### config.mk
export PLATFORM = sky130hd
export DESIGN_NAME = sbr_regs
export DESIGN_NICKNAME = d
export VERILOG_FILES = /design/src/design/sbr_pkg.sv /design/src/design/sbr_regs.sv /design/src/design/sbr_srq.sv
export VERILOG_INCLUDE_DIRS = /design/src /design/src/design
export SDC_FILE = /design/constraint.sdc
export NUM_CORES = 1
export LEC_CHECK = 0
export ABC_CLOCK_PERIOD_IN_PS = 2800
export CELL_PAD_IN_SITES_DETAIL_PLACEMENT = 1
export CELL_PAD_IN_SITES_GLOBAL_PLACEMENT = 1
export CORE_ASPECT_RATIO = 0.8
export CORE_UTILIZATION = 35
export CTS_BUF_LIST = sky130_fd_sc_hd__clkbuf_8
export DETAILED_ROUTE_END_ITERATION = 6
export DONT_BUFFER_PORTS = 1
export PLACE_DENSITY_LB_ADDON = 0.1
export SETUP_SLACK_MARGIN = 0.05
export SLEW_MARGIN = 25
export SYNTH_ARGS = -nofsm -noshare
export SYNTH_HDL_FRONTEND = slang
export SYNTH_HIERARCHICAL = 1
export SYNTH_SLANG_ARGS = --single-unit
### constraint.sdc
create_clock -name clk_sys -period 2.8 [get_ports clk_sys]
set_input_delay 0.28 -clock clk_sys [delete_from_list [all_inputs] [get_ports clk_sys]]
set_output_delay 0.28 -clock clk_sys [all_outputs]
set_load 0.01 [all_outputs]
### src/design/sbr_defs.svh
// Constants for the serial bridge control register bank.
// Assumes inclusion by bare name from design files.
`ifndef SBR_DEFS_SVH
`define SBR_DEFS_SVH
`define SBR_NUM_CTRL      14
`define SBR_NUM_CHAR      12
`define SBR_IDX_W         4
`define SBR_REPORT_HI     4'h3
`define SBR_RST_CLOSED    4'h0
`define SBR_RST_A_OPEN    4'hD
`define SBR_RST_B_OPEN    4'h5
`define SBR_RST_C_OPEN    4'h2
`define SBR_IDX_COND_A    4'h0
`define SBR_IDX_COND_B    4'h1
`define SBR_IDX_COND_C    4'h2
`define SBR_BIT_GATE      3
`define SBR_BIT_DATA_ERR  2
`define SBR_BIT_OVERFLOW  0
`define SBR_BIT_MANUAL    2
`define SBR_BIT_AUTODISC  1
`define SBR_BIT_BREAK     0
`endif

### src/design/sbr_pkg.sv
// Types for the serial bridge control register bank.
// Assumes sbr_defs.svh is compiled alongside.
package sbr_pkg;
    typedef enum logic [1:0] {
        SBR_IDLE  = 2'b00,
        SBR_WRITE = 2'b01,
        SBR_READ  = 2'b11
    } sbr_mode_t;
endpackage

### src/design/sbr_regs.sv
// Control and character register bank of the serial loop bridge.
// Assumes the loop decoder presents commands and data bytes as one-cycle strobes on clk_sys.
// Functional notes
// - Fourteen control registers, indices 0 to 13, each hold four bits.
// - A written control byte keeps only its low nibble.
// - A reported control register reads as 0011 above its nibble.
// - Twelve eight-bit character registers hold the special characters.
// - Gate bit 3 of request register A low blocks every service request.
// - Bit 2 of register A enables requests on receive data errors.
// - Bit 0 of register A enables requests on lost data; bit 1 does nothing.
// - Bits 3 to 0 of register B enable rx full, rx not empty, tx not full, tx empty.
// - Register B and C conditions request only while the gate bit is 1.
// - With the request switch closed the three request registers reset to 0000.
// - With the switch open they reset to 1101, 0101 and 0010.
// - Register C bits 2, 1, 0 enable manual key, autodisconnect and break; bit 3 unused.
// - After listener command 0, up to fourteen data bytes fill registers 0 to 13 in order.
// - After talker command 0, a send request outputs registers 0 to 13 in order then ends, or ends early on not_ready.
`timescale 1ns/1ps
`include "sbr_defs.svh"
module sbr_regs
#(
    parameter int NUM_CTRL = `SBR_NUM_CTRL,
    parameter int NUM_CHAR = `SBR_NUM_CHAR
)
(
    // Clock and reset
    input  wire logic       clk_sys,
    input  wire logic       arst_n,
    // Request switch strap, open when high
    input  wire logic       srq_switch_open,
    // Loop command strobes
    input  wire logic       listen_set_ctrl,
    input  wire logic       listen_set_char,
    input  wire logic       talk_send_ctrl,
    input  wire logic       talk_send_char,
    input  wire logic       new_listen,
    input  wire logic       send_data_req,
    input  wire logic       not_ready,
    input  wire logic       data_in_valid,
    input  wire logic [7:0] data_in,
    // Outgoing data
    output logic            data_out_valid,
    output logic [7:0]      data_out,
    output logic            end_of_tx,
    // Request conditions
    input  wire logic       data_error,
    input  wire logic       overflow_lost,
    input  wire logic [3:0] buf_level,
    input  wire logic       manual_request_key,
    input  wire logic       autodisconnect,
    input  wire logic       break_received,
    // Request output and register view
    output logic            srq,
    output logic [3:0]      request_master_gate_view
);
    import sbr_pkg::*;

    // ----------------------------------------------------------------
    // State
    // ----------------------------------------------------------------
    logic [3:0]           ctrl      [NUM_CTRL];
    logic [7:0]           chr       [NUM_CHAR];
    logic [3:0]           next_ctrl [NUM_CTRL];
    logic [7:0]           next_chr  [NUM_CHAR];
    sbr_mode_t            mode;
    sbr_mode_t            next_mode;
    logic                 is_char;
    logic                 next_is_char;
    logic [`SBR_IDX_W:0]  idx;
    logic [`SBR_IDX_W:0]  next_idx;
    logic                 sending;
    logic                 next_sending;
    logic                 next_dov;
    logic [7:0]           next_dout;
    logic                 next_eot;
    logic [1:0]           sw_sync;
    logic                 sw_loaded;
    logic                 next_sw_loaded;
    logic [1:0]           sw_cnt;
    logic                 sw_valid;
    logic                 limit_hit;
    logic [`SBR_IDX_W:0]  limit;
    logic [1:0]           ev_sync [3];
    logic [2:0]           ev_now;

    assign limit = is_char ? (`SBR_IDX_W+1)'(NUM_CHAR) : (`SBR_IDX_W+1)'(NUM_CTRL);
    assign limit_hit = (idx + 1'b1) >= limit;

    // ----------------------------------------------------------------
    // Command sequencing and register updates
    // ----------------------------------------------------------------
    always_comb
    begin
        next_mode    = mode;
        next_is_char = is_char;
        next_idx     = idx;
        next_sending = sending;
        next_dov     = 1'b0;
        next_dout    = data_out;
        next_eot     = 1'b0;
        next_sw_loaded = sw_loaded | sw_valid;
        for (int i = 0; i < NUM_CTRL; i++)
            next_ctrl[i] = ctrl[i];
        for (int i = 0; i < NUM_CHAR; i++)
            next_chr[i] = chr[i];
        if (!sw_loaded)
        begin
            // Strap is only valid once synchronised, so the defaults load after release.
            next_ctrl[0] = sw_sync[1] ? `SBR_RST_A_OPEN : `SBR_RST_CLOSED;
            next_ctrl[1] = sw_sync[1] ? `SBR_RST_B_OPEN : `SBR_RST_CLOSED;
            next_ctrl[2] = sw_sync[1] ? `SBR_RST_C_OPEN : `SBR_RST_CLOSED;
        end
        else if (new_listen)
        begin
            next_mode    = listen_set_ctrl || listen_set_char ? SBR_WRITE : SBR_IDLE;
            next_is_char = listen_set_char;
            next_idx     = '0;
        end
        else if (talk_send_ctrl || talk_send_char)
        begin
            next_mode    = SBR_READ;
            next_is_char = talk_send_char;
            next_idx     = '0;
            next_sending = 1'b0;
        end
        else
        begin
            unique case (mode)
                SBR_IDLE:
                    next_sending = 1'b0;
                SBR_WRITE:
                    if (data_in_valid)
                    begin
                        if (is_char)
                            next_chr[idx[3:0]] = data_in;
                        else
                            next_ctrl[idx[3:0]] = data_in[3:0];
                        next_idx = idx + 1'b1;
                        if (limit_hit)
                            next_mode = SBR_IDLE;
                    end
                SBR_READ:
                    if (sending && not_ready)
                    begin
                        next_eot     = 1'b1;
                        next_mode    = SBR_IDLE;
                        next_sending = 1'b0;
                    end
                    else if (sending || send_data_req)
                    begin
                        next_sending = 1'b1;
                        next_dov     = 1'b1;
                        next_dout    = is_char ? chr[idx[3:0]] : {`SBR_REPORT_HI, ctrl[idx[3:0]]};
                        next_idx     = idx + 1'b1;
                        if (limit_hit)
                        begin
                            next_eot     = 1'b1;
                            next_mode    = SBR_IDLE;
                            next_sending = 1'b0;
                        end
                    end
                default:
                    next_mode = SBR_IDLE;
            endcase
        end
    end

    always_ff @(posedge clk_sys or negedge arst_n)
    begin
        if (!arst_n)
        begin
            mode           <= SBR_IDLE;
            is_char        <= 1'b0;
            idx            <= '0;
            sending        <= 1'b0;
            data_out_valid <= 1'b0;
            data_out       <= 8'h00;
            end_of_tx      <= 1'b0;
            sw_loaded      <= 1'b0;
            for (int i = 0; i < NUM_CTRL; i++)
                ctrl[i] <= 4'h0;
            for (int i = 0; i < NUM_CHAR; i++)
                chr[i] <= 8'h00;
        end
        else
        begin
            mode           <= next_mode;
            is_char        <= next_is_char;
            idx            <= next_idx;
            sending        <= next_sending;
            data_out_valid <= next_dov;
            data_out       <= next_dout;
            end_of_tx      <= next_eot;
            sw_loaded      <= next_sw_loaded;
            for (int i = 0; i < NUM_CTRL; i++)
                ctrl[i] <= next_ctrl[i];
            for (int i = 0; i < NUM_CHAR; i++)
                chr[i] <= next_chr[i];
        end
    end

    // ----------------------------------------------------------------
    // Pin synchronisers
    // ----------------------------------------------------------------
    assign sw_valid = sw_cnt[1];

    always_ff @(posedge clk_sys or negedge arst_n)
    begin
        if (!arst_n)
        begin
            sw_sync <= 2'b00;
            sw_cnt  <= 2'b00;
        end
        else
        begin
            sw_sync <= {sw_sync[0], srq_switch_open};
            sw_cnt  <= sw_valid ? sw_cnt : sw_cnt + 2'b01;
        end
    end

    genvar g;
    generate
        for (g = 0; g < 3; g++)
        begin : g_ev
            logic ev_pin;
            assign ev_pin = (g == 0) ? break_received : (g == 1) ? autodisconnect : manual_request_key;
            always_ff @(posedge clk_sys or negedge arst_n)
            begin
                if (!arst_n)
                    ev_sync[g] <= 2'b00;
                else
                    ev_sync[g] <= {ev_sync[g][0], ev_pin};
            end
            assign ev_now[g] = ev_sync[g][1];
        end
    endgenerate

    // ----------------------------------------------------------------
    // Service request
    // ----------------------------------------------------------------
    sbr_srq u_srq
    (
        .clk_sys       (clk_sys),
        .arst_n        (arst_n),
        .cond_a        (ctrl[`SBR_IDX_COND_A]),
        .cond_b        (ctrl[`SBR_IDX_COND_B]),
        .cond_c        (ctrl[`SBR_IDX_COND_C]),
        .data_error    (data_error),
        .overflow_lost (overflow_lost),
        .buf_level     (buf_level),
        .events        (ev_now),
        .srq           (srq)
    );

    always_ff @(posedge clk_sys or negedge arst_n)
    begin
        if (!arst_n)
            request_master_gate_view <= 4'h0;
        else
            request_master_gate_view <= ctrl[`SBR_IDX_COND_A];
    end

    // ----------------------------------------------------------------
    // Checks
    // ----------------------------------------------------------------
    property p_report_hi;
        @(posedge clk_sys) disable iff (!arst_n)
        (data_out_valid && !is_char && mode != SBR_IDLE) |-> data_out[7:4] == `SBR_REPORT_HI;
    endproperty
    a_report_hi: assert property (p_report_hi) else $error("control report upper nibble wrong");

    property p_write_nibble;
        @(posedge clk_sys) disable iff (!arst_n)
        (sw_loaded && !new_listen && !talk_send_ctrl && !talk_send_char && mode == SBR_WRITE
         && !is_char && data_in_valid && idx == 0) |=> ctrl[0] == $past(data_in[3:0]);
    endproperty
    a_write_nibble: assert property (p_write_nibble) else $error("control write not low nibble");

    property p_write_stop;
        @(posedge clk_sys) disable iff (!arst_n)
        (mode == SBR_WRITE && !is_char && data_in_valid && idx == 13 && !new_listen
         && !talk_send_ctrl && !talk_send_char) |=> mode == SBR_IDLE;
    endproperty
    a_write_stop: assert property (p_write_stop) else $error("write did not stop after last register");

    property p_reset_defaults;
        @(posedge clk_sys) disable iff (!arst_n)
        $rose(sw_loaded) |-> ctrl[0] == (sw_sync[1] ? 4'hD : 4'h0) || $past(sw_sync[1]) != sw_sync[1];
    endproperty
    a_reset_defaults: assert property (p_reset_defaults) else $error("request register default wrong");

    property p_gate_top;
        @(posedge clk_sys) disable iff (!arst_n)
        (!ctrl[`SBR_IDX_COND_A][`SBR_BIT_GATE] ##1 !ctrl[`SBR_IDX_COND_A][`SBR_BIT_GATE]) |-> !srq;
    endproperty
    a_gate_top: assert property (p_gate_top) else $error("request with gate closed");
endmodule

### src/design/sbr_srq.sv
// Service request combiner for the three request condition registers.
// Assumes condition inputs are synchronous to clk_sys.
`timescale 1ns/1ps
`include "sbr_defs.svh"
module sbr_srq
(
    // Clock and reset
    input  wire logic       clk_sys,
    input  wire logic       arst_n,
    // Enables
    input  wire logic [3:0] cond_a,
    input  wire logic [3:0] cond_b,
    input  wire logic [3:0] cond_c,
    // Conditions
    input  wire logic       data_error,
    input  wire logic       overflow_lost,
    input  wire logic [3:0] buf_level,
    input  wire logic [2:0] events,
    // Result
    output logic            srq
);
    logic next_srq;
    logic any_cond;

    always_comb
    begin
        any_cond = (cond_a[`SBR_BIT_DATA_ERR] & data_error)
                 | (cond_a[`SBR_BIT_OVERFLOW] & overflow_lost)
                 | (|(cond_b & buf_level))
                 | (|(cond_c[2:0] & events));
        next_srq = cond_a[`SBR_BIT_GATE] & any_cond;
    end

    always_ff @(posedge clk_sys or negedge arst_n)
    begin
        if (!arst_n)
            srq <= 1'b0;
        else
            srq <= next_srq;
    end

    property p_gate_blocks;
        @(posedge clk_sys) disable iff (!arst_n)
        !cond_a[`SBR_BIT_GATE] |=> !srq;
    endproperty
    a_gate_blocks: assert property (p_gate_blocks) else $error("srq raised with gate closed");

    property p_srq_tracks;
        @(posedge clk_sys) disable iff (!arst_n)
        1'b1 |=> srq == $past(cond_a[3] && ((cond_a[2] && data_error) || (cond_a[0] && overflow_lost)
                                || (|(cond_b & buf_level)) || (|(cond_c[2:0] & events))));
    endproperty
    a_srq_tracks: assert property (p_srq_tracks) else $error("srq not gate and conditions");

    property p_error_srq;
        @(posedge clk_sys) disable iff (!arst_n)
        (cond_a[3] && cond_a[2] && data_error) |=> srq;
    endproperty
    a_error_srq: assert property (p_error_srq) else $error("data error srq missing");

    property p_level_srq;
        @(posedge clk_sys) disable iff (!arst_n)
        (cond_a[3] && |(cond_b & buf_level)) |=> srq;
    endproperty
    a_level_srq: assert property (p_level_srq) else $error("buffer level srq missing");

    property p_event_srq;
        @(posedge clk_sys) disable iff (!arst_n)
        (cond_a[3] && |(cond_c[2:0] & events)) |=> srq;
    endproperty
    a_event_srq: assert property (p_event_srq) else $error("event srq missing");

    property p_ovf_srq;
        @(posedge clk_sys) disable iff (!arst_n)
        (cond_a[3] && cond_a[0] && overflow_lost) |=> srq;
    endproperty
    a_ovf_srq: assert property (p_ovf_srq) else $error("overflow srq missing");
endmodule

==> results of run 1 <==
## sequential cells by signal, indices dropped and copies added, names as in the netlist, 2 cells and up
| register | count |
|---|---|
| sw_cnt | 2 |
| request_master_gate_view | 4 |
| ev_now | 3 |
| data_out | 8 |
| sw_sync | 2 |
| mode | 2 |
| idx | 5 |
| ctrl | 56 |
| ev_sync | 3 |
| chr | 96 |
## kinds of logic after synthesis
| family | count (synthesis) |
|---|---|
| AOI/OAI and AO/OA | 73 |
| xor gates and xnor gates | 5 |
| adders and majority gates | 5 |
| buffers and inverters | 46 |
| DFF | 187 |
| muxes | 191 |
| and+or+nand+nor | 124 |
## area by class of cell
cell class,instances,area share
Antenna cell,1,0.000262
Clock buffer,17,0.0245
Clock inverter,15,0.0192
Inverter,9,0.00354
Multi-Input combinational cell,398,0.390
Sequential cell,187,0.491
Tap cell,312,0.0409
Timing Repair Buffer,32,0.0304
## Yosys cell counts, types with 5 or more instances
library cell,instances,area (sq um)
dfrtp_1,187,4680
mux2_2,139,1570
nand2_1,49,184
mux4_2,32,721
clkbuf_1,19,71.3
nor2_1,19,71.3
o21ai_0,18,90.1
mux2i_1,14,140
a21oi_1,12,60.1
nand3_1,11,55.1
inv_1,9,33.8
buf_2,8,40.0
o211ai_1,8,60.1
mux2_1,6,67.6
nand2b_1,6,37.5
a22oi_1,5,37.5
buf_1,5,18.8
ha_1,5,62.6
nor2b_1,5,31.3
o31ai_1,5,37.5
## power breakdown
part	internal (mW)	leakage (nW)	total (mW)	switching [mW]
combinational	0.194	1.59	0.394	0.199
clock	0.754	0.201	1.90	1.15
sequential	2.82	2.53	2.97	0.149
## metal layers
layer | track usage | up-vias | wire [um]
li1 | - | 2350 | -
met3 | 0.0564 | 20 | 1460
met4 | 0.0463 | 6 | 248
met1 | 0.308 | 2870 | 11600
met2 | 0.303 | 105 | 10400
met5 | 0 | - | 49
## worst max-delay path, cell delays in order, from the launching register on
cell and delay [ns]:
dfrtp_2 0.62, inv_1 0.16, ha_1 0.33, inv_1 0.09, ha_1 0.23, nand2_1 0.07
a21oi_1 0.08, a221oi_1 0.45, a21oi_1 0.12, o22ai_1 0.16
## how the worst min path moves through the flow
stage          slack [ns]                          end    from  depth (start not counted)
2_1_floorplan       -0.02                       chr[0]  arst_n                          0
4_1_cts             -0.55                      chr[21]  arst_n                          0
3_3_place_gp       -0.009                    sw_cnt[0]  arst_n                          0
5_1_grt             -0.58  request_master_gate_view[1]  arst_n                          0
3_5_place_dp        -0.01                    sw_cnt[1]  arst_n                          0
6_report            -0.53                    sw_cnt[1]  arst_n                          0
==> run summary, run 1 <==
Pre-CTS setup slack - 0.431 ns
Minimum clock period - 2.38 ns
Number of global-route vias before repair - 5918
Setup-failing EPs final - 0
CP Class - reg2reg
GPL Wtd Cong - 0.805
Worst r2r src - idx[0]
Pwr Total - 5.26 mW
Clock root buffer master - clkbuf_8
Cell variety after synth - 55
Row count - 50
End point of the critical path - mode[1]
H-Tree Level Count - 4
CP arrival - 2.79 ns
Hold buffer count at cts - 19
Number of nets with antenna violations after routing - 0
Unrepaired setup endpoints after global routing - no
Fillers - 2453
Core outline area - 23800 sq um
Outcome - complete, but fails checks
XOR/XNOR share of the synthesized area - 0.00509
Seq. cell area - 4680 sq um
Largest net degree at the start of global routing - 188
Setup slack after layout - 0.418 ns
Max-Cap Viols - 0
Async set-or-reset flop fraction in the synthesized netlist - 1.00
Hold slack final - -0.528 ns
Starting density of the core - 0.362
Final core occ - 0.401
Slew Limit Fails - 0
Placed Instance Area - 8930 sq um
Detail Placement HPWL - 16100 um
Leading cell types in the layout, fill and taps excluded - dfrtp_1 (185), mux2_2 (139), nand2_1 (49)
CTS tree - yes
Seq/Total Area, Yosys - 0.544
Critical Path RT - 3.21 ns
Violated checks - hold timing
Leakage Power - 4.32 nW
Worst Tran Pin Value - 1.02 ns
Post-CTS resize count - 0
Vias per cell - 5.51
Layout area overhead - 10.8%
Main combinational cell family by area after synthesis - multiplexers
Post-synth EDFFs - 0
Syn Inst Count - 631
Critical Path Source - idx[0]
Setup TNS - 0 ns
Final hold viol count - 187
Syn Area/Cell - 13.6 sq um
Io pins - 43
First-pass GRT wire length - 38200 um
Adder and majority cell fraction of the synthesized area - 0.00727
Most common cell after layout, fill and taps aside - dfrtp_1
Total GRT Usage - 0.208
Antenna violations before repair - 4
Clock latency on the worst-skew pair - 0.49 ns
Mapped Area - 8610 sq um
Worst Reg2Reg Path Length in Cells - 9
Post-CTS setup buffers - 0
Critical Path Sink Type - flip-flop
Iter 0 DRT Violations - 290
Most used flip-flop cell after synthesis - dfrtp_1
Reg clk slew, reported paths - 0.11 ns
Die ar. - 25200 sq um
Worst R2R End - mode[1]
Layout Cells excl Fill - 971
Post-DR wirelength/cell - 24.5 um
Worst-case headroom to the max-slew limit - 0.315
Yosys warns - 6
# DRC - 0
Clk sink count - 187
Peak supply drop - 277 uV
DRT Wirelength - 23800 um
Pwr Density - 552 nW/um^2
Port Buffers - 0
Max Clk Rate - 420 MHz
Hold crit path type - in2async
Drt pass-1 iters - 6
Cts bufs inserted - 17
Die X - 177 um
Post-route cell area - 9530 sq um
Final #Nets - 678
Mux cell area share after synthesis - 0.290
Syn_nets - 664
Flop2flop setup slack - 0.42 ns
Grt ovf - 0
Clk buf depth - 2
Total number of vias - 5351
Simple-gate share of the synthesized area - 0.0720
Share of cells above drive strength 1 - 0.359
Worst Skew - 0.0203 ns
Worst setup SP type - flip-flop
Compound-Gate Fraction of Synth Area - 0.0580
Multi-input gate area - 3720 sq um
Critical path fanouts, max - 12
Flops & latches, synth - 187
Placed insts - 919
Die Height - 142 um
Final cycle utilization of the critical path - 0.851
Power figures use the tool's default switching activity.
==> inputs of run 2 (changes only) <==
Settings changed: ABC_CLOCK_PERIOD_IN_PS 2800 to 2400, SETUP_SLACK_MARGIN 0.05 to not set.
Clock period 2.8 ns to 2.4 ns, I/O delays scaled along.
==> run 2 against run 1 <==
Net effect:
- sequential share of layout area decreased by 0.85 points
- design area is 1.8% higher
- the flow still finishes with violations (hold timing)
- largest cell class unchanged
- first-iteration DRC count down 10%
- maximum frequency is 9.1% higher
- register-to-register slack lost 0.20 ns
==> run summary, run 2 (synthesis gave the netlist of run 1 again) <==
Cts bufs inserted - 17 (unchanged)
Drt pass-1 iters - 4 (was 6)
CP Class - reg2reg (unchanged)
Vias per cell - 5.40 (was 5.51)
Minimum clock period - 2.18 ns (was 2.38 ns)
DRT Wirelength - 23000 um (was 23800 um)
Most common cell after layout, fill and taps aside - dfrtp_1 (unchanged)
Hold slack final - -0.554 ns (was -0.528 ns)
Post-CTS setup buffers - 0 (unchanged)
Max Clk Rate - 458 MHz (was 420 MHz)
Detail Placement HPWL - 15500 um (was 16100 um)
Final #Nets - 699 (was 678)
Number of nets with antenna violations after routing - 0 (unchanged)
Slew Limit Fails - 0 (unchanged)
Regs by FF count - chr (96), ctrl (56), data_out (8) (unchanged)
Outcome - complete, but fails checks (unchanged)
Layout Cells excl Fill - 991 (was 971)
Crit path cell chain - inv_1 > ha_1 > inv_1 > ha_1 > nand2_1 > a21oi_1 > a221oi_2 > a21oi_1 > o22ai_1 (was inv_1 > ha_1 > inv_1 > ha_1 > nand2_1 > a21oi_1 > a221oi_1 > a21oi_1 > o22ai_1)
Net switching power - 1.62 mW (was 1.49 mW)
Placed insts - 941 (was 919)
Setup-failing EPs final - 0 (unchanged)
Number of diodes - 0 (was 1)
Total GRT Usage - 0.199 (was 0.208)
CP Buf/Inv Count - 2 (unchanged)
Unrepaired setup endpoints after global routing - no (unchanged)
Clk sink count - 187 (unchanged)
Met3 usage - 0.0502 (was 0.0564)
# DRC - 0 (unchanged)
Pwr Density - 637 nW/um^2 (was 552 nW/um^2)
CP arrival - 2.58 ns (was 2.79 ns)
Core outline area - 23800 sq um (unchanged)
Hold buffer count at cts - 18 (was 19)
H-Tree Level Count - 4 (unchanged)
Row count - 50 (unchanged)
Reg clk slew, reported paths - 0.10 ns (was 0.11 ns)
Die X - 177 um (unchanged)
Layout area overhead - 12.7% (was 10.8%)
Gr busiest metal - met2 (was met1)
Largest register FFs - 96 (unchanged)
Clk network pwr share - 0.365 (was 0.361)
Clk buf depth - 2 (unchanged)
First-pass GRT wire length - 36800 um (was 38200 um)
Largest net degree at the start of global routing - 188 (unchanged)
Critical Path Sink Type - flip-flop (unchanged)
Reg power frac - 0.558 (was 0.564)
Die ar. - 25200 sq um (unchanged)
Iter 0 DRT Violations - 261 (was 290)
GPL Wtd Cong - 0.854 (was 0.805)
Leakage Power - 4.43 nW (was 4.32 nW)
Port Buffers - 0 (unchanged)
Grt met2 use - 0.310 (was 0.303)
Leading cell types in the layout, fill and taps excluded - dfrtp_1 (185), mux2_2 (139), nand2_1 (49) (unchanged)
Worst Skew - 0.0129 ns (was 0.0203 ns)
Worst setup SP type - flip-flop (unchanged)
Peak supply drop - 376 uV (was 277 uV)
CTS tree - yes (unchanged)
Clock root buffer master - clkbuf_8 (unchanged)
Logic pwr share - 0.077 (was 0.075)
Largest reg by FF count - chr (unchanged)
Number of global-route vias before repair - 5968 (was 5918)
Final cycle utilization of the critical path - 0.910 (was 0.851)
Post-DR wirelength/cell - 23.2 um (was 24.5 um)
Io pins - 43 (unchanged)
Violated checks - hold timing (unchanged)
Internal power - 4.56 mW (was 3.77 mW)
Antenna violations before repair - 0 (was 4)
Total number of vias - 5353 (was 5351)
CP peak stage delay - 0.55 ns (was 0.62 ns)
Setup TNS - 0 ns (unchanged)
Fillers - 2486 (was 2453)
Final hold viol count - 187 (unchanged)
Worst-case headroom to the max-slew limit - 0.634 (was 0.315)
Worst Tran Pin Value - 0.536 ns (was 1.02 ns)
Share of cells above drive strength 1 - 0.384 (was 0.359)
Hold crit path type - in2async (unchanged)
Switching Share - 0.263 (was 0.284)
GR Layer Usage met1 - 0.275 (was 0.308)
Starting density of the core - 0.362 (unchanged)
Critical path fanouts, max - 11 (was 12)
Max-Cap Viols - 0 (unchanged)
Critical Path RT - 2.80 ns (was 3.21 ns)
Die Height - 142 um (unchanged)
Critical-path top delay cell - dfrtp_2 (unchanged)
CP top delay family - compound AO/OA/AOI/OAI gates (unchanged)
Grt ovf - 0 (unchanged)
Clock latency on the worst-skew pair - 0.48 ns (was 0.49 ns)
[run 2: cell types whose count changed in the layout (fill, tap and decap cells not counted), sizes merged]
cell	change
diode	-1
bufinv	+1
buf	+24
clkbuf	+3
clkinv	-5
inv	+1
dlygate4sd3	-3
[run 2: path summary, 6_finish.rpt]
| path | from | endpoint | slack (ns) | depth (start not counted) |
|---|---|---|---|---|
| max | idx[0] | mode[1] | 0.22 | 9 |
| min | arst_n | request_master_gate_view[3] | -0.55 | 0 |
| max reg2reg | idx[0] | mode[1] | 0.22 | 9 |
| min reg2reg | ev_sync[4] | ev_now[0] | 0.36 | 0 |
| max in group asynchronous | arst_n | ctrl[44] | 2.63 | 0 |
| min in group clk_sys | listen_set_ctrl | mode[0] | 0.04 | 2 |
[run 2: worst reg2reg max path, stage by stage (launching register included)]
cell      delay [ns]
dfrtp_2         0.55
inv_1           0.16
ha_1            0.32
inv_1           0.05
ha_1            0.27
nand2_1         0.07
a21oi_1         0.10
a221oi_2        0.34
a21oi_1         0.12
o22ai_1         0.14
[run 2: final cells by class]
class	count	area, sq um	share of cell area
Tap cell	312	390	0.0402
Inverter	9	33.8	0.00348
Clock buffer	20	275	0.0284
Multi-Input combinational cell	398	3720	0.384
Clock inverter	12	146	0.0151
Timing Repair Buffer	53	450	0.0464
Sequential cell	187	4680	0.483
[run 2: power groups by stage]
stage | registers, mW | clock network [mW] | logic (mW)
detailed placement | 3.52 | 0 | 0.407
CTS | 3.46 | 2.33 | 0.483
global placement | 3.51 | 0 | 0.394
finish | 3.45 | 2.25 | 0.478
global route | 3.48 | 2.44 | 0.527
floorplan | 3.45 | 0 | 0.320
[run 2: through the flow]
step	util	setup WS (ns)	total power, mW	instance area, sq um
global placement	0.383	0.161	3.91	9100
finish	0.408	0.217	6.18	9700
detailed placement	0.383	0.101	3.92	9100
floorplan	-	0.0620	3.77	8610
global route	0.408	0.0420	6.44	9700
CTS	0.409	0.0675	6.27	9710
[run 2: repair_timing]
action / CTS / global route
gates resized for setup: 0 / 1
endpoints found under the hold margin: 345 / 187
setup endpoints to repair: 0 / 2
[run 2: per-layer routing]
| layer | share of wire | vias to the layer above |
|---|---|---|
| met5 | 0 | - |
| met4 | 0.016 | 0 |
| met3 | 0.045 | 27 |
| met2 | 0.47 | 85 |
| met1 | 0.47 | 2855 |
| li1 | - | 2386 |
==> inputs of run 3 (changes only) <==
Settings changed: ABC_AREA set to 1.
==> run 3 against run 2 <==
Net effect:
- highest routed layer unchanged
- critical path depth is 2 lower
- sequential share of layout area is 0.61 points higher
- total power is 0.62% lower
- the flow still finishes with violations (hold timing)
- critical path type unchanged
- critical endpoint is now ctrl[34]
- maximum frequency is 5.5% higher
- worst hold slack worse by 0.017 ns
==> run summary, run 3 <==
First-pass GRT wire length - 43300 um (was 36800 um)
Io pins - 43 (unchanged)
Final #Nets - 1115 (was 699)
Post-CTS setup buffers - 0 (unchanged)
Synth cell count leaders - nand2_1 (323), dfrtp_1 (187), o21ai_0 (133) (was dfrtp_1 (187), mux2_2 (139), nand2_1 (49))
Die X - 179 um (was 177 um)
Count leader, synth - nand2_1 (was dfrtp_1)
Most used flip-flop cell after synthesis - dfrtp_1 (unchanged)
Mapped Area - 8740 sq um (was 8610 sq um)
Critical Path RT - 2.76 ns (was 2.80 ns)
Max-Cap Viols - 0 (unchanged)
Share of cells above drive strength 1 - 0.0776 (was 0.384)
CP top delay family - simple AND/OR/NAND/NOR gates (was compound AO/OA/AOI/OAI gates)
Yosys top cell by area - dfrtp_1 (unchanged)
Antenna violations before repair - 1 (was 0)
Critical-path top delay cell - dfrtp_2 (unchanged)
Crit path cell chain - buf_12 > ha_1 > inv_1 > nor2_1 > nand2_1 > nand2_1 > o21ai_0 (was inv_1 > ha_1 > inv_1 > ha_1 > nand2_1 > a21oi_1 > a221oi_2 > a21oi_1 > o22ai_1)
Port Buffers - 0 (unchanged)
Worst Reg2Reg Path Length in Cells - 7 (was 9)
Layout area overhead - 9.64% (was 12.7%)
Clock root buffer master - clkbuf_8 (unchanged)
Worst setup SP type - flip-flop (unchanged)
Syn Area/Cell - 8.10 sq um (was 13.6 sq um)
Final core occ - 0.392 (was 0.408)
Worst-case headroom to the max-slew limit - 0.562 (was 0.634)
Iter 0 DRT Violations - 474 (was 261)
Total GRT Usage - 0.227 (was 0.199)
Top cells by area, synth - dfrtp_1 (54%), nand2_1 (14%), o21ai_0 (7.6%) (was dfrtp_1 (54%), mux2_2 (18%), mux4_2 (8.4%))
Share of the synthesized area in the top cell type - 0.536 (was 0.544)
Largest register FFs - 96 (unchanged)
Row count - 51 (was 50)
Critical Path Sink Type - flip-flop (unchanged)
Leakage Power - 4.62 nW (was 4.43 nW)
Seq/Total Area, Yosys - 0.536 (was 0.544)
Final cycle utilization of the critical path - 0.862 (was 0.910)
CP Buf/Inv Count - 2 (unchanged)
Post-CTS resize count - 0 (unchanged)
CP arrival - 2.43 ns (was 2.58 ns)
Minimum clock period - 2.07 ns (was 2.18 ns)
Slew Limit Fails - 0 (unchanged)
Unrepaired setup endpoints after global routing - no (unchanged)
Worst Skew - 0.0318 ns (was 0.0129 ns)
Fillers - 2924 (was 2486)
Async set-or-reset flop fraction in the synthesized netlist - 1.00 (unchanged)
# DRC - 0 (unchanged)
Pwr Density - 641 nW/um^2 (was 637 nW/um^2)
Flops & latches, synth - 187 (unchanged)
Vias per cell - 5.03 (was 5.40)
Top cell by count, worst path - nand2_1
CTS tree - yes (unchanged)
Syn_nets - 1111 (was 664)
Post-synth EDFFs - 0 (unchanged)
Post-DR wirelength/cell - 19.2 um (was 23.2 um)
CP peak stage delay - 0.41 ns (was 0.55 ns)
Starting density of the core - 0.357 (was 0.362)
Hold slack final - -0.571 ns (was -0.554 ns)
Largest net degree at the start of global routing - 188 (unchanged)
DRT Wirelength - 27100 um (was 23000 um)
Crit path depth - 7 (was 9)
Peak supply drop - 326 uV (was 376 uV)
Die Height - 143 um (was 142 um)
Hold crit path type - in2async (unchanged)
Reg clk slew, reported paths - 0.11 ns (was 0.10 ns)
Clk sink count - 187 (unchanged)
Die ar. - 25600 sq um (was 25200 sq um)
Clk buf depth - 2 (unchanged)
Setup TNS - 0 ns (unchanged)
GPL Wtd Cong - 0.814 (was 0.854)
Max Clk Rate - 483 MHz (was 458 MHz)
Outcome - complete, but fails checks (unchanged)
Worst Tran Pin Value - 0.657 ns (was 0.536 ns)
Grt ovf - 0 (unchanged)
Number of nets with antenna violations after routing - 0 (unchanged)
Yosys warns - 6 (unchanged)
Final hold viol count - 187 (unchanged)
Leading cell types in the layout, fill and taps excluded - nand2_1 (323), dfrtp_1 (186), o21ai_0 (133) (was dfrtp_1 (185), mux2_2 (139), nand2_1 (49))
Setup-failing EPs final - 0 (unchanged)
Core outline area - 24400 sq um (was 23800 sq um)
Cts bufs inserted - 17 (unchanged)
CP Class - reg2reg (unchanged)
Number of diodes - 0 (unchanged)
Detail Placement HPWL - 17700 um (was 15500 um)
Total number of vias - 7109 (was 5353)
Drt pass-1 iters - 5 (was 4)
Clock latency on the worst-skew pair - 0.50 ns (was 0.48 ns)
Critical path fanouts, max - 87 (was 11)
Syn Inst Count - 1078 (was 631)
Cell variety after synth - 30 (was 55)
Violated checks - hold timing (unchanged)
Regs by FF count - chr (96), ctrl (56), data_out (8) (unchanged)
Most common cell after layout, fill and taps aside - nand2_1 (was dfrtp_1)
H-Tree Level Count - 4 (unchanged)
Largest reg by FF count - chr (unchanged)
Hold buffer count at cts - 17 (was 18)
Number of global-route vias before repair - 7286 (was 5968)
[run 3: cell count changes after synthesis, sizes merged, moves of 6 or more]
cell	before	now
o22ai	1	15
inv	9	55
o21ai	19	230
nor2	23	137
nand2b	6	0
clkbuf	19	29
buf	18	24
mux2i	14	0
nand3	12	36
nand2	53	333
mux4	32	0
o211ai	8	2
mux2	145	0
[run 3: layout make-up]
cell class,count,area (sq um),share of cell area
inverters,55,206,0.0216
repair buffers,38,353,0.0368
multi-input cells,783,3550,0.371
well taps,318,398,0.0415
flip-flops and latches,187,4680,0.489
clock buffers,17,234,0.0244
clock inverters,15,158,0.0165
[run 3: cell families after synthesis]
kind of cell | share of synthesized area
compound gates | 0.153
fa+ha+maj | 0.00716
flops | 0.536
simple gates | 0.246
buf+inv | 0.0581
[run 3: path summary, 6_finish.rpt]
check	start	end	slack (ns)
max	idx[0]	ctrl[34]	0.33
min	arst_n	ctrl[52]	-0.57
max reg2reg	idx[0]	ctrl[34]	0.33
min reg2reg	ev_sync[0]	ev_now[2]	0.37
max in group asynchronous	arst_n	chr[16]	2.52
min in group clk_sys	data_in[3]	ctrl[55]	0.09
[run 3: where the power goes]
| group | switching [mW] | internal, mW |
|---|---|---|
| clock | 1.32 | 0.859 |
| combinational | 0.360 | 0.198 |
| sequential | 0.127 | 3.28 |
[run 3: through the flow]
step	power [mW]	cells	worst slack, ns	cell area [sq um]
after floorplan	3.80	1078	0.310	8740
after global placement	3.99	1364	0.411	9020
after detailed placement	4.00	1364	0.406	9020
after CTS	6.23	1413	0.357	9580
after global routing	6.44	1413	0.225	9580
final	6.14	1413	0.330	9580
[run 3: layer usage]
metal,wire length [um],track usage
met5,0,0
met2,11300,0.323
met3,942,0.0405
met4,262,0.0544
met1,14600,0.350
